`src/verilog/rpt_cfg.svh`:
```
// rpt_cfg.svh: offsets, fields, reset values and timing counts of the polling timebase
// assumes: included by bare name; clk_sys is the crystal-derived clock at 50 MHz
`ifndef RPT_CFG_SVH
`define RPT_CFG_SVH
`define RPT_CLK_MHZ 50
`define RPT_TICK_DIV 16
`define RPT_SLEEP_UNIT 1024
// start-up figures: synthesizer in tenths of a basic tick, signal processing per range in basic ticks
`define RPT_PLL_START_X10 7985
`define RPT_SIG_START_R0 930
`define RPT_SIG_START_R1 546
`define RPT_SIG_START_R2 354
`define RPT_SIG_START_R3 258
// edge-to-edge limits of range 0 in microseconds
`define RPT_TEE_MIN_US 200
`define RPT_TEE_MAX_US 500
// basic ticks per extended tick of range 0 at limit-select 0
`define RPT_XT_BASE 8
// register byte offsets
`define RPT_OFS_CTRL 4'h0
`define RPT_OFS_SLEEP 4'h4
`define RPT_OFS_STATUS 4'h8
// control fields
`define RPT_CTRL_EN 0
`define RPT_CTRL_RANGE_LO 1
`define RPT_CTRL_EXTENDED_LIMIT_SELECT 3
`define RPT_CTRL_NCHK_LO 4
`define RPT_CTRL_RST 32'h0000_0000
`define RPT_SLEEP_RST 32'h0000_0101
`endif

```
`src/verilog/rpt_pkg.sv`:
```
// rpt_pkg: types shared by the polling timebase modules
// assumes: nothing beyond the compiler
package rpt_pkg;
	typedef enum logic [2:0] {
		RPT_IDLE,
		RPT_SLEEP,
		RPT_PLL,
		RPT_SIGPROC,
		RPT_CHECK,
		RPT_RECEIVE
	} rpt_state_t;
endpackage

```
`src/verilog/rpt_tick_gen.sv`:
```
// rpt_tick_gen: basic tick, half tick and extended tick strobes
// assumes: clk_sys is the crystal clock; range and limit select may change at any time
`timescale 1ns/10ps
`include "rpt_cfg.svh"
module rpt_tick_gen #(
	parameter int TICK_DIV = `RPT_TICK_DIV
) (
	input wire logic clk_sys,
	input wire logic rst,
	input wire logic [1:0] bit_rate_range,
	input wire logic extended_limit_select,
	output logic tick,
	output logic half_tick,
	output logic ext_tick
);
	logic [15:0] div_reg;
	logic [4:0] xcnt_reg;
	logic [4:0] xdiv;

	always_ff @(posedge clk_sys or posedge rst) begin
		if (rst) begin
			div_reg <= 16'h0000;
			tick <= 1'b0;
			half_tick <= 1'b0;
		end else begin
			tick <= (div_reg == 16'(TICK_DIV - 1));
			half_tick <= (div_reg == 16'(TICK_DIV - 1)) || (div_reg == 16'(TICK_DIV / 2 - 1));
			div_reg <= (div_reg == 16'(TICK_DIV - 1)) ? 16'h0000 : div_reg + 16'h0001;
		end
	end

	assign xdiv = extended_limit_select ? (5'd16 >> bit_rate_range) : (5'd8 >> bit_rate_range);

	// counts basic ticks; a shrinking divisor wraps at once instead of running long
	always_ff @(posedge clk_sys or posedge rst) begin
		if (rst) begin
			xcnt_reg <= 5'h00;
			ext_tick <= 1'b0;
		end else begin
			ext_tick <= 1'b0;
			if (tick) begin
				if (xcnt_reg + 5'h01 >= xdiv) begin
					xcnt_reg <= 5'h00;
					ext_tick <= 1'b1;
				end else begin
					xcnt_reg <= xcnt_reg + 5'h01;
				end
			end
		end
	end
endmodule

```
`src/verilog/rpt_bit_check.sv`:
```
// rpt_bit_check: edge-to-edge check of the demodulated data during polling
// assumes: data_in synchronous to clk_sys; start is a one-cycle pulse while idle
`timescale 1ns/10ps
module rpt_bit_check (
	input wire logic clk_sys,
	input wire logic rst,
	input wire logic start,
	input wire logic ext_tick,
	input wire logic data_in,
	input wire logic [4:0] need_edges,
	input wire logic [7:0] lim_min,
	input wire logic [7:0] lim_max,
	output logic done,
	output logic pass
);
	logic busy_reg;
	logic seen_reg;
	logic prev_reg;
	logic [7:0] cnt_reg;
	logic [4:0] good_reg;
	logic edge_hit;

	assign edge_hit = data_in ^ prev_reg;

	// edge history for the detector
	always_ff @(posedge clk_sys or posedge rst) begin
		if (rst) begin
			prev_reg <= 1'b0;
		end else begin
			prev_reg <= data_in;
		end
	end

	// interval check, fails fast on noise
	always_ff @(posedge clk_sys or posedge rst) begin
		if (rst) begin
			busy_reg <= 1'b0;
			seen_reg <= 1'b0;
			cnt_reg <= 8'h00;
			good_reg <= 5'h00;
			done <= 1'b0;
			pass <= 1'b0;
		end else begin
			done <= 1'b0;
			pass <= 1'b0;
			if (start) begin
				// zero count means no check: pass at once
				busy_reg <= (need_edges != 5'h00);
				done <= (need_edges == 5'h00);
				pass <= (need_edges == 5'h00);
				seen_reg <= 1'b0;
				cnt_reg <= 8'h00;
				good_reg <= 5'h00;
			end else if (busy_reg) begin
				if (edge_hit) begin
					cnt_reg <= 8'h00;
					seen_reg <= 1'b1;
					if (seen_reg && cnt_reg < lim_min) begin
						busy_reg <= 1'b0;
						done <= 1'b1;
					end else if (seen_reg) begin
						good_reg <= good_reg + 5'h01;
						if (good_reg + 5'h01 == need_edges) begin
							busy_reg <= 1'b0;
							done <= 1'b1;
							pass <= 1'b1;
						end
					end
				end else if (ext_tick) begin
					if (cnt_reg >= lim_max) begin
						busy_reg <= 1'b0;
						done <= 1'b1;
					end else begin
						cnt_reg <= cnt_reg + 8'h01;
					end
				end
			end
		end
	end
endmodule

```
`src/verilog/rpt_top.sv`:
```
// rpt_top: receive-polling timebase with a classic Wishbone register slave
// assumes: one clock clk_sys from the crystal; data_in already sliced and synchronous
//
// The implementer's own choices: the Wishbone interface to the registers and the register addresses.
`timescale 1ns/10ps
`include "rpt_cfg.svh"
module rpt_top
	import rpt_pkg::*;
#(
	parameter int TICK_DIV = `RPT_TICK_DIV,
	parameter int SLEEP_UNIT = `RPT_SLEEP_UNIT
) (
	input wire logic clk_sys,
	input wire logic rst,
	input wire logic wb_cyc_i,
	input wire logic wb_stb_i,
	input wire logic wb_we_i,
	input wire logic [3:0] wb_adr_i,
	input wire logic [3:0] wb_sel_i,
	input wire logic [31:0] wb_dat_i,
	output logic [31:0] wb_dat_o,
	output logic wb_ack_o,
	input wire logic data_in,
	output logic synth_enable,
	output logic sigproc_enable,
	output logic check_active,
	output logic signal_found
);
	////////////////////////////////////////////////////////////////////////
	// constants derived from the timing figures

	// half ticks, so the .5 of the synthesizer start-up is exact
	localparam logic [15:0] PLL_HALF = 16'(`RPT_PLL_START_X10 * 2 / 10);
	localparam logic [15:0] SIG_HALF0 = 16'(`RPT_SIG_START_R0 * 2);
	localparam logic [15:0] SIG_HALF1 = 16'(`RPT_SIG_START_R1 * 2);
	localparam logic [15:0] SIG_HALF2 = 16'(`RPT_SIG_START_R2 * 2);
	localparam logic [15:0] SIG_HALF3 = 16'(`RPT_SIG_START_R3 * 2);
	// limits in extended ticks of range 0; same for all ranges since both scale
	localparam int TICK_NS = 1000 * `RPT_TICK_DIV / `RPT_CLK_MHZ;
	localparam int XT_NS = TICK_NS * `RPT_XT_BASE;
	localparam logic [7:0] XT_MIN = 8'((`RPT_TEE_MIN_US * 1000 + XT_NS - 1) / XT_NS);
	localparam logic [7:0] XT_MAX = 8'((`RPT_TEE_MAX_US * 1000) / XT_NS);

	////////////////////////////////////////////////////////////////////////
	// registers

	logic [31:0] ctrl_reg;
	logic [31:0] sleep_reg;
	logic poll_en;
	logic [1:0] bit_rate_range;
	logic extended_limit_select;
	logic [1:0] nchk_sel;
	logic [7:0] sleep_value;
	logic [7:0] idle_extension_factor;
	logic wb_req;

	assign poll_en = ctrl_reg[`RPT_CTRL_EN];
	assign bit_rate_range = ctrl_reg[`RPT_CTRL_RANGE_LO +: 2];
	assign extended_limit_select = ctrl_reg[`RPT_CTRL_EXTENDED_LIMIT_SELECT];
	assign nchk_sel = ctrl_reg[`RPT_CTRL_NCHK_LO +: 2];
	assign sleep_value = sleep_reg[7:0];
	assign idle_extension_factor = sleep_reg[15:8];
	assign wb_req = wb_cyc_i && wb_stb_i && !wb_ack_o;

	////////////////////////////////////////////////////////////////////////
	// tick generation and bit check

	logic tick;
	logic half_tick;
	logic ext_tick;
	logic chk_start;
	logic chk_done;
	logic chk_pass;
	logic [4:0] need_edges;
	logic [7:0] lim_min;
	logic [7:0] lim_max;

	rpt_tick_gen #(
		.TICK_DIV(TICK_DIV)
	) u_tick (
		.clk_sys(clk_sys),
		.rst(rst),
		.bit_rate_range(bit_rate_range),
		.extended_limit_select(extended_limit_select),
		.tick(tick),
		.half_tick(half_tick),
		.ext_tick(ext_tick)
	);

	// two edges per period, so N periods need 2N intervals
	always_comb begin
		case (nchk_sel)
			2'h0: need_edges = 5'h00;
			2'h1: need_edges = 5'h06;
			2'h2: need_edges = 5'h0C;
			default: need_edges = 5'h12;
		endcase
	end

	// range limits; a longer extended tick halves the count
	always_comb begin
		if (extended_limit_select) begin
			lim_min = XT_MIN >> 1;
			lim_max = XT_MAX >> 1;
		end else begin
			lim_min = XT_MIN;
			lim_max = XT_MAX;
		end
	end

	rpt_bit_check u_chk (
		.clk_sys(clk_sys),
		.rst(rst),
		.start(chk_start),
		.ext_tick(ext_tick),
		.data_in(data_in),
		.need_edges(need_edges),
		.lim_min(lim_min),
		.lim_max(lim_max),
		.done(chk_done),
		.pass(chk_pass)
	);

	////////////////////////////////////////////////////////////////////////
	// Wishbone slave: one wait state, every address answered

	// register writes honour byte lanes
	always_ff @(posedge clk_sys or posedge rst) begin
		if (rst) begin
			ctrl_reg <= `RPT_CTRL_RST;
			sleep_reg <= `RPT_SLEEP_RST;
		end else if (wb_req && wb_we_i) begin
			for (int i = 0; i < 4; i++) begin
				if (wb_sel_i[i] && wb_adr_i == `RPT_OFS_CTRL) begin
					ctrl_reg[i*8 +: 8] <= wb_dat_i[i*8 +: 8] & (i == 0 ? 8'h3F : 8'h00);
				end
				if (wb_sel_i[i] && wb_adr_i == `RPT_OFS_SLEEP) begin
					sleep_reg[i*8 +: 8] <= wb_dat_i[i*8 +: 8] & (i < 2 ? 8'hFF : 8'h00);
				end
			end
		end
	end

	rpt_state_t state_reg;
	rpt_state_t state_next;
	logic found_reg;

	// ack and read data; unmapped offsets read zero
	always_ff @(posedge clk_sys or posedge rst) begin
		if (rst) begin
			wb_ack_o <= 1'b0;
			wb_dat_o <= 32'h0000_0000;
		end else begin
			wb_ack_o <= wb_req;
			if (wb_req && !wb_we_i) begin
				case (wb_adr_i)
					`RPT_OFS_CTRL: wb_dat_o <= ctrl_reg;
					`RPT_OFS_SLEEP: wb_dat_o <= sleep_reg;
					`RPT_OFS_STATUS: wb_dat_o <= {27'h0, found_reg, 1'b0, state_reg};
					default: wb_dat_o <= 32'h0000_0000;
				endcase
			end
		end
	end

	////////////////////////////////////////////////////////////////////////
	// polling sequencer

	logic [31:0] cnt_reg;
	logic [31:0] sleep_target;
	logic [15:0] sig_half;
	logic cnt_done;

	assign sleep_target = 32'(sleep_value * idle_extension_factor) * 32'(SLEEP_UNIT);

	always_comb begin
		case (bit_rate_range)
			2'd0: sig_half = SIG_HALF0;
			2'd1: sig_half = SIG_HALF1;
			2'd2: sig_half = SIG_HALF2;
			default: sig_half = SIG_HALF3;
		endcase
	end

	// terminal count of the current timed phase
	// >= lets a target lowered mid-phase end the phase at once
	always_comb begin
		case (state_reg)
			RPT_SLEEP: cnt_done = (cnt_reg >= sleep_target);
			RPT_PLL: cnt_done = (cnt_reg >= 32'(PLL_HALF));
			RPT_SIGPROC: cnt_done = (cnt_reg >= 32'(sig_half));
			default: cnt_done = 1'b0;
		endcase
	end

	// phase order, back to sleep on failure
	always_comb begin
		state_next = state_reg;
		case (state_reg)
			RPT_IDLE: begin
				if (poll_en) begin
					state_next = RPT_SLEEP;
				end
			end
			RPT_SLEEP: begin
				if (cnt_done) begin
					state_next = RPT_PLL;
				end
			end
			RPT_PLL: begin
				if (cnt_done) begin
					state_next = RPT_SIGPROC;
				end
			end
			RPT_SIGPROC: begin
				if (cnt_done) begin
					state_next = RPT_CHECK;
				end
			end
			RPT_CHECK: begin
				if (chk_done) begin
					state_next = chk_pass ? RPT_RECEIVE : RPT_SLEEP;
				end
			end
			RPT_RECEIVE: begin
				// held until software clears the enable
				state_next = RPT_RECEIVE;
			end
			default: state_next = RPT_IDLE;
		endcase
		// clearing the enable stops polling at any phase
		if (!poll_en) begin
			state_next = RPT_IDLE;
		end
	end

	always_ff @(posedge clk_sys or posedge rst) begin
		if (rst) begin
			state_reg <= RPT_IDLE;
		end else begin
			state_reg <= state_next;
		end
	end

	// phase counter: basic ticks in sleep, half ticks in start-ups
	always_ff @(posedge clk_sys or posedge rst) begin
		if (rst) begin
			cnt_reg <= 32'h0000_0000;
		end else if (state_next != state_reg) begin
			cnt_reg <= 32'h0000_0000;
		end else if (state_reg == RPT_SLEEP && tick) begin
			cnt_reg <= cnt_reg + 32'h0000_0001;
		end else if ((state_reg == RPT_PLL || state_reg == RPT_SIGPROC) && half_tick) begin
			cnt_reg <= cnt_reg + 32'h0000_0001;
		end
	end

	// check launched on entry to the check phase
	always_ff @(posedge clk_sys or posedge rst) begin
		if (rst) begin
			chk_start <= 1'b0;
		end else begin
			chk_start <= (state_reg == RPT_SIGPROC) && (state_next == RPT_CHECK);
		end
	end

	// synthesizer powered from its start-up onward
	always_ff @(posedge clk_sys or posedge rst) begin
		if (rst) begin
			synth_enable <= 1'b0;
			sigproc_enable <= 1'b0;
			check_active <= 1'b0;
			signal_found <= 1'b0;
		end else begin
			synth_enable <= (state_next == RPT_PLL) || (state_next == RPT_SIGPROC) ||
				(state_next == RPT_CHECK) || (state_next == RPT_RECEIVE);
			sigproc_enable <= (state_next == RPT_SIGPROC) || (state_next == RPT_CHECK) ||
				(state_next == RPT_RECEIVE);
			check_active <= (state_next == RPT_CHECK);
			signal_found <= (state_next == RPT_RECEIVE);
		end
	end

	// sticky result; set by a pass, cleared when polling is enabled again from idle
	always_ff @(posedge clk_sys or posedge rst) begin
		if (rst) begin
			found_reg <= 1'b0;
		end else if (state_reg == RPT_CHECK && chk_done && chk_pass) begin
			found_reg <= 1'b1;
		end else if (state_reg == RPT_IDLE && poll_en) begin
			found_reg <= 1'b0;
		end
	end
endmodule

```
`config.mk`:
```
export PLATFORM = sky130hd
export DESIGN_NAME = rpt_top
export DESIGN_NICKNAME = d
export VERILOG_FILES = /design/src/verilog/rpt_pkg.sv /design/src/verilog/rpt_tick_gen.sv /design/src/verilog/rpt_bit_check.sv /design/src/verilog/rpt_top.sv
export VERILOG_INCLUDE_DIRS = /design/src /design/src/verilog
export SDC_FILE = /design/constraint.sdc
export NUM_CORES = 1
export LEC_CHECK = 0
export BUFFER_PORTS_ARGS = -buffer_cell sky130_fd_sc_hd__buf_4
export CAP_MARGIN = 25
export CORE_UTILIZATION = 49
export CTS_CLUSTER_SIZE = 24
export DETAILED_ROUTE_END_ITERATION = 8
export HOLD_SLACK_MARGIN = 0.03
export PLACE_DENSITY = 0.73
export SETUP_SLACK_MARGIN = 0.05
export SYNTH_ARGS = -nofsm -noshare
export SYNTH_HDL_FRONTEND = slang
export SYNTH_SLANG_ARGS = --single-unit
```
`constraint.sdc`:
```
create_clock -name clk_sys -period 12.6 [get_ports clk_sys]
set_clock_uncertainty 0.15 [all_clocks]
set_input_delay 1.26 -clock clk_sys [delete_from_list [all_inputs] [get_ports clk_sys]]
set_output_delay 1.26 -clock clk_sys [all_outputs]
set_load 0.05 [all_outputs]
```
==> flow_summary.toml <==
[synth]
netlist_area_um2 = 8880
synthAdderAreaFrac_pct = 19.5
synth_area_leaders = "dfrtp_1, ha_1, fa_1"
yosysWarnings = 0
async_reset_ff_share_pct = 100
syn_avg_cell_area_um2 = 9.76
synth_flop_cell = "dfrtp_1"
synth.largest_area_cell = "dfrtp_1"
synth_top_family_by_area = "simple AND/OR/NAND/NOR gates"
synth_cell_types = 68
synth_top_area_share_pct = 33.8
yosysSeqAreaShare_pct = 34.4
synthCells = 910
yosys.area_share.simple_pct = 20.2
synth_xor_area_share_pct = 6.51
synth_compound_area_share_pct = 10.1
synth_mux_area_share_pct = 3.38
yosysMostFrequentCell = "dfrtp_1"
ys_ff_latch = 122
synth_edf_count = 0
yosys-top-cells-count = "dfrtp_1, and2_1, inv_1"

[cts]
cts_max_path_buffers = 2
root_buffer = "clkbuf_16"
cts_hold_buffers = 0
post_cts_buffers = 0
cts_resized = 0
cts.reportedPaths.clkPinSlew_ns = 0.06
cts-buffers-inserted = 17
cts-htree-levels = 4
clock_sinks = 122
cts_tree = "yes"
worstSkewPairLatency_ns = 0.42

[power]
peakVddDrop_v = 0.0000898
p_per_area_nw_per_um2 = 102
p_leak_uw = 0.00500

[cells_and_area]
area_growth_pct = 12.2
nets = 1118
nFillCells = 1470
antenna_cells = 0
largest_register_ffs = 32
utilization_pct = 57.0
drive_above_1_share_pct = 12.3
final_area_um2 = 9960

[placement]
placed_area_um2 = 9390
dp_hpwl_um = 12900
place_congestion = 0.883
io_buffer_count = 48

[route]
routed_wl_um = 18200
wl_per_cell_um = 15.2
drt_iter0_markers = 376
via_count = 6553
first_pass_iters = 5
vias_per_cell = 5.50
drcViolationCount = 0
antenna_left = 0

[status]
status = "complete, no violations"

[die]
die-width_um = 137
coreArea_um2 = 17500
ios = 83
die_area_um2 = 18700
placementRows = 48
die_y_um = 137
initial_core_util_pct = 50.8

[worst_hold_path]
min_path_type = "reg -> reg"

[timing]
grt_setup_unrepaired = "no"
hold_slack_ns = 0.306
fmax_mhz = 144
timing_max_transition_violations_final = 0
fin_crit_ns = 6.94
hold_viol = 0
tightest_slew_ns = 0.877
fin_setup_tns_ns = 0
setup_viol = 0
period_share_pct = 55.1
maxSlewHeadroom_pct = 41.6

[critical_path]
cp-start-kind = "flip-flop"
cp_slowest_cell = "dfstp_2"
cp_common_cell = "fa_1"
r2r_slack_ns = 5.66
endpoint_kind = "flip-flop"
critical_path.max_stage_delay_ns = 0.63
arrival_ns = 7.14
crit_required_ns = 12.80
path_class = "reg -> reg"
crit_fanout = 32
path_cells = "nand2_1 -> fa_1 -> fa_1 -> inv_1 -> fa_1 -> inv_1 -> fa_1 -> inv_1 -> ha_1 -> nand2_1 -> o21ai_0 -> o41ai_1 -> o21ai_0 -> o41ai_1 -> xnor2_1 -> ha_1 -> and3_1 -> a211oi_1 -> o32ai_1 -> a222oi_1 -> buf_4 -> and2_1"

[global_routing]
grt_usage_pct = 20.8
grt_max_degree = 71
grt_pass1_vias = 6309
grt_pass1_wl_um = 30300
grt_overflow = 0
antenna_found_initial = 0

[run]
maxCapViolCount = 0
area by class of cell:
type                            count  area (um^2)  area share [%]
Timing Repair Buffer               50          375            3.77
Clock buffer                       17          425            4.27
Clock inverter                     14          149            1.49
Multi-Input combinational cell    682         5370            53.9
Tap cell                          225          282            2.83
Inverter                           82          310            3.11
Sequential cell                   122         3060            30.7
power by group:
| part | total (uW) | switching, uW | internal, uW |
|---|---|---|---|
| Combinational | 110 | 66.6 | 43.7 |
| Clock | 479 | 188 | 291 |
| Sequential | 425 | 21.9 | 403 |
| Total | 1010 | 277 | 738 |
per-layer routing:
layer	routed length, um	vias up	GRT usage (%)
li1	-	3193	-
met1	8590	3209	28.5
met2	8710	127	33.4
met3	610	24	3.81
met4	233	0	6.11
met5	0	-	0
through the flow:
step	power, uW	cells	worst slack (ns)
6_report	1010	1192	5.66
5_1_grt	1050	1192	5.26
4_1_cts	1020	1192	5.66
3_5_place_dp	542	1161	5.70
3_3_place_gp	540	1161	5.76
2_1_floorplan	512	925	6.50
worst max-delay path: cells and delay by family, from the launching register on:
kind                     cells  cell delay (ns)
AO/OA/AOI/OAI                7             2.05
XOR/XNOR                     1             0.17
adder cells (fa/ha/maj)      6             2.76
buffers and inverters        4             0.51
flip-flops                   1             0.63
AND/OR/NAND/NOR              4             0.59
cells by family (layout without fill, tap and decap cells):
| group | count (synthesis) | in the layout |
|---|---|---|
| AOI/OAI and AO/OA | 128 | 128 |
| xor gates and xnor gates | 66 | 66 |
| adders and majority gates | 117 | 117 |
| buffers and inverters | 121 | 163 |
| DFF | 122 | 122 |
| muxes | 27 | 27 |
| other | 1 | 16 |
| and+or+nand+nor | 328 | 328 |
path summary, 6_finish.rpt:
kind,from,to,cells past startpoint
max in group asynchronous,rst,wb_dat_o[13]$_DFFE_PP0P_,3
min in group asynchronous,rst,u_tick.div_reg[5]$_DFF_PP0_,2
worst min register to register,wb_ack_o$_DFF_PP0_,wb_ack_o$_DFF_PP0_,1
worst max register to register,sleep_reg[0]$_DFFE_PP1P_,cnt_reg[7]$_DFFE_PP0P_,22
worst min-delay path,wb_ack_o$_DFF_PP0_,wb_ack_o$_DFF_PP0_,1
worst max-delay path,sleep_reg[0]$_DFFE_PP1P_,cnt_reg[7]$_DFFE_PP0P_,22
layout by cell type (no fill, tap or decap), drive strengths merged, types with 5 or more instances in the layout:
cell type,Yosys,routed
mux2,24,24
fa,36,36
a31oi,5,5
nor2b,7,7
nand3,22,22
xor2,21,21
a22o,10,10
a21oi,18,18
and4,7,7
nand2b,11,11
nor3,11,11
conb,1,16
nand2,65,65
dfrtp,120,120
o211ai,5,5
ha,81,81
buf,18,50
nand4,22,22
clkbuf,21,17
nor4,12,12
o21ai,26,26
nor2,43,43
a22oi,7,7
xnor2,45,45
inv,82,85
o21a,5,5
clkinv,0,5
a21o,11,11
and3,12,12
o31ai,5,5
and2,95,95
Note: power is estimated with default switching activity, not from simulation.
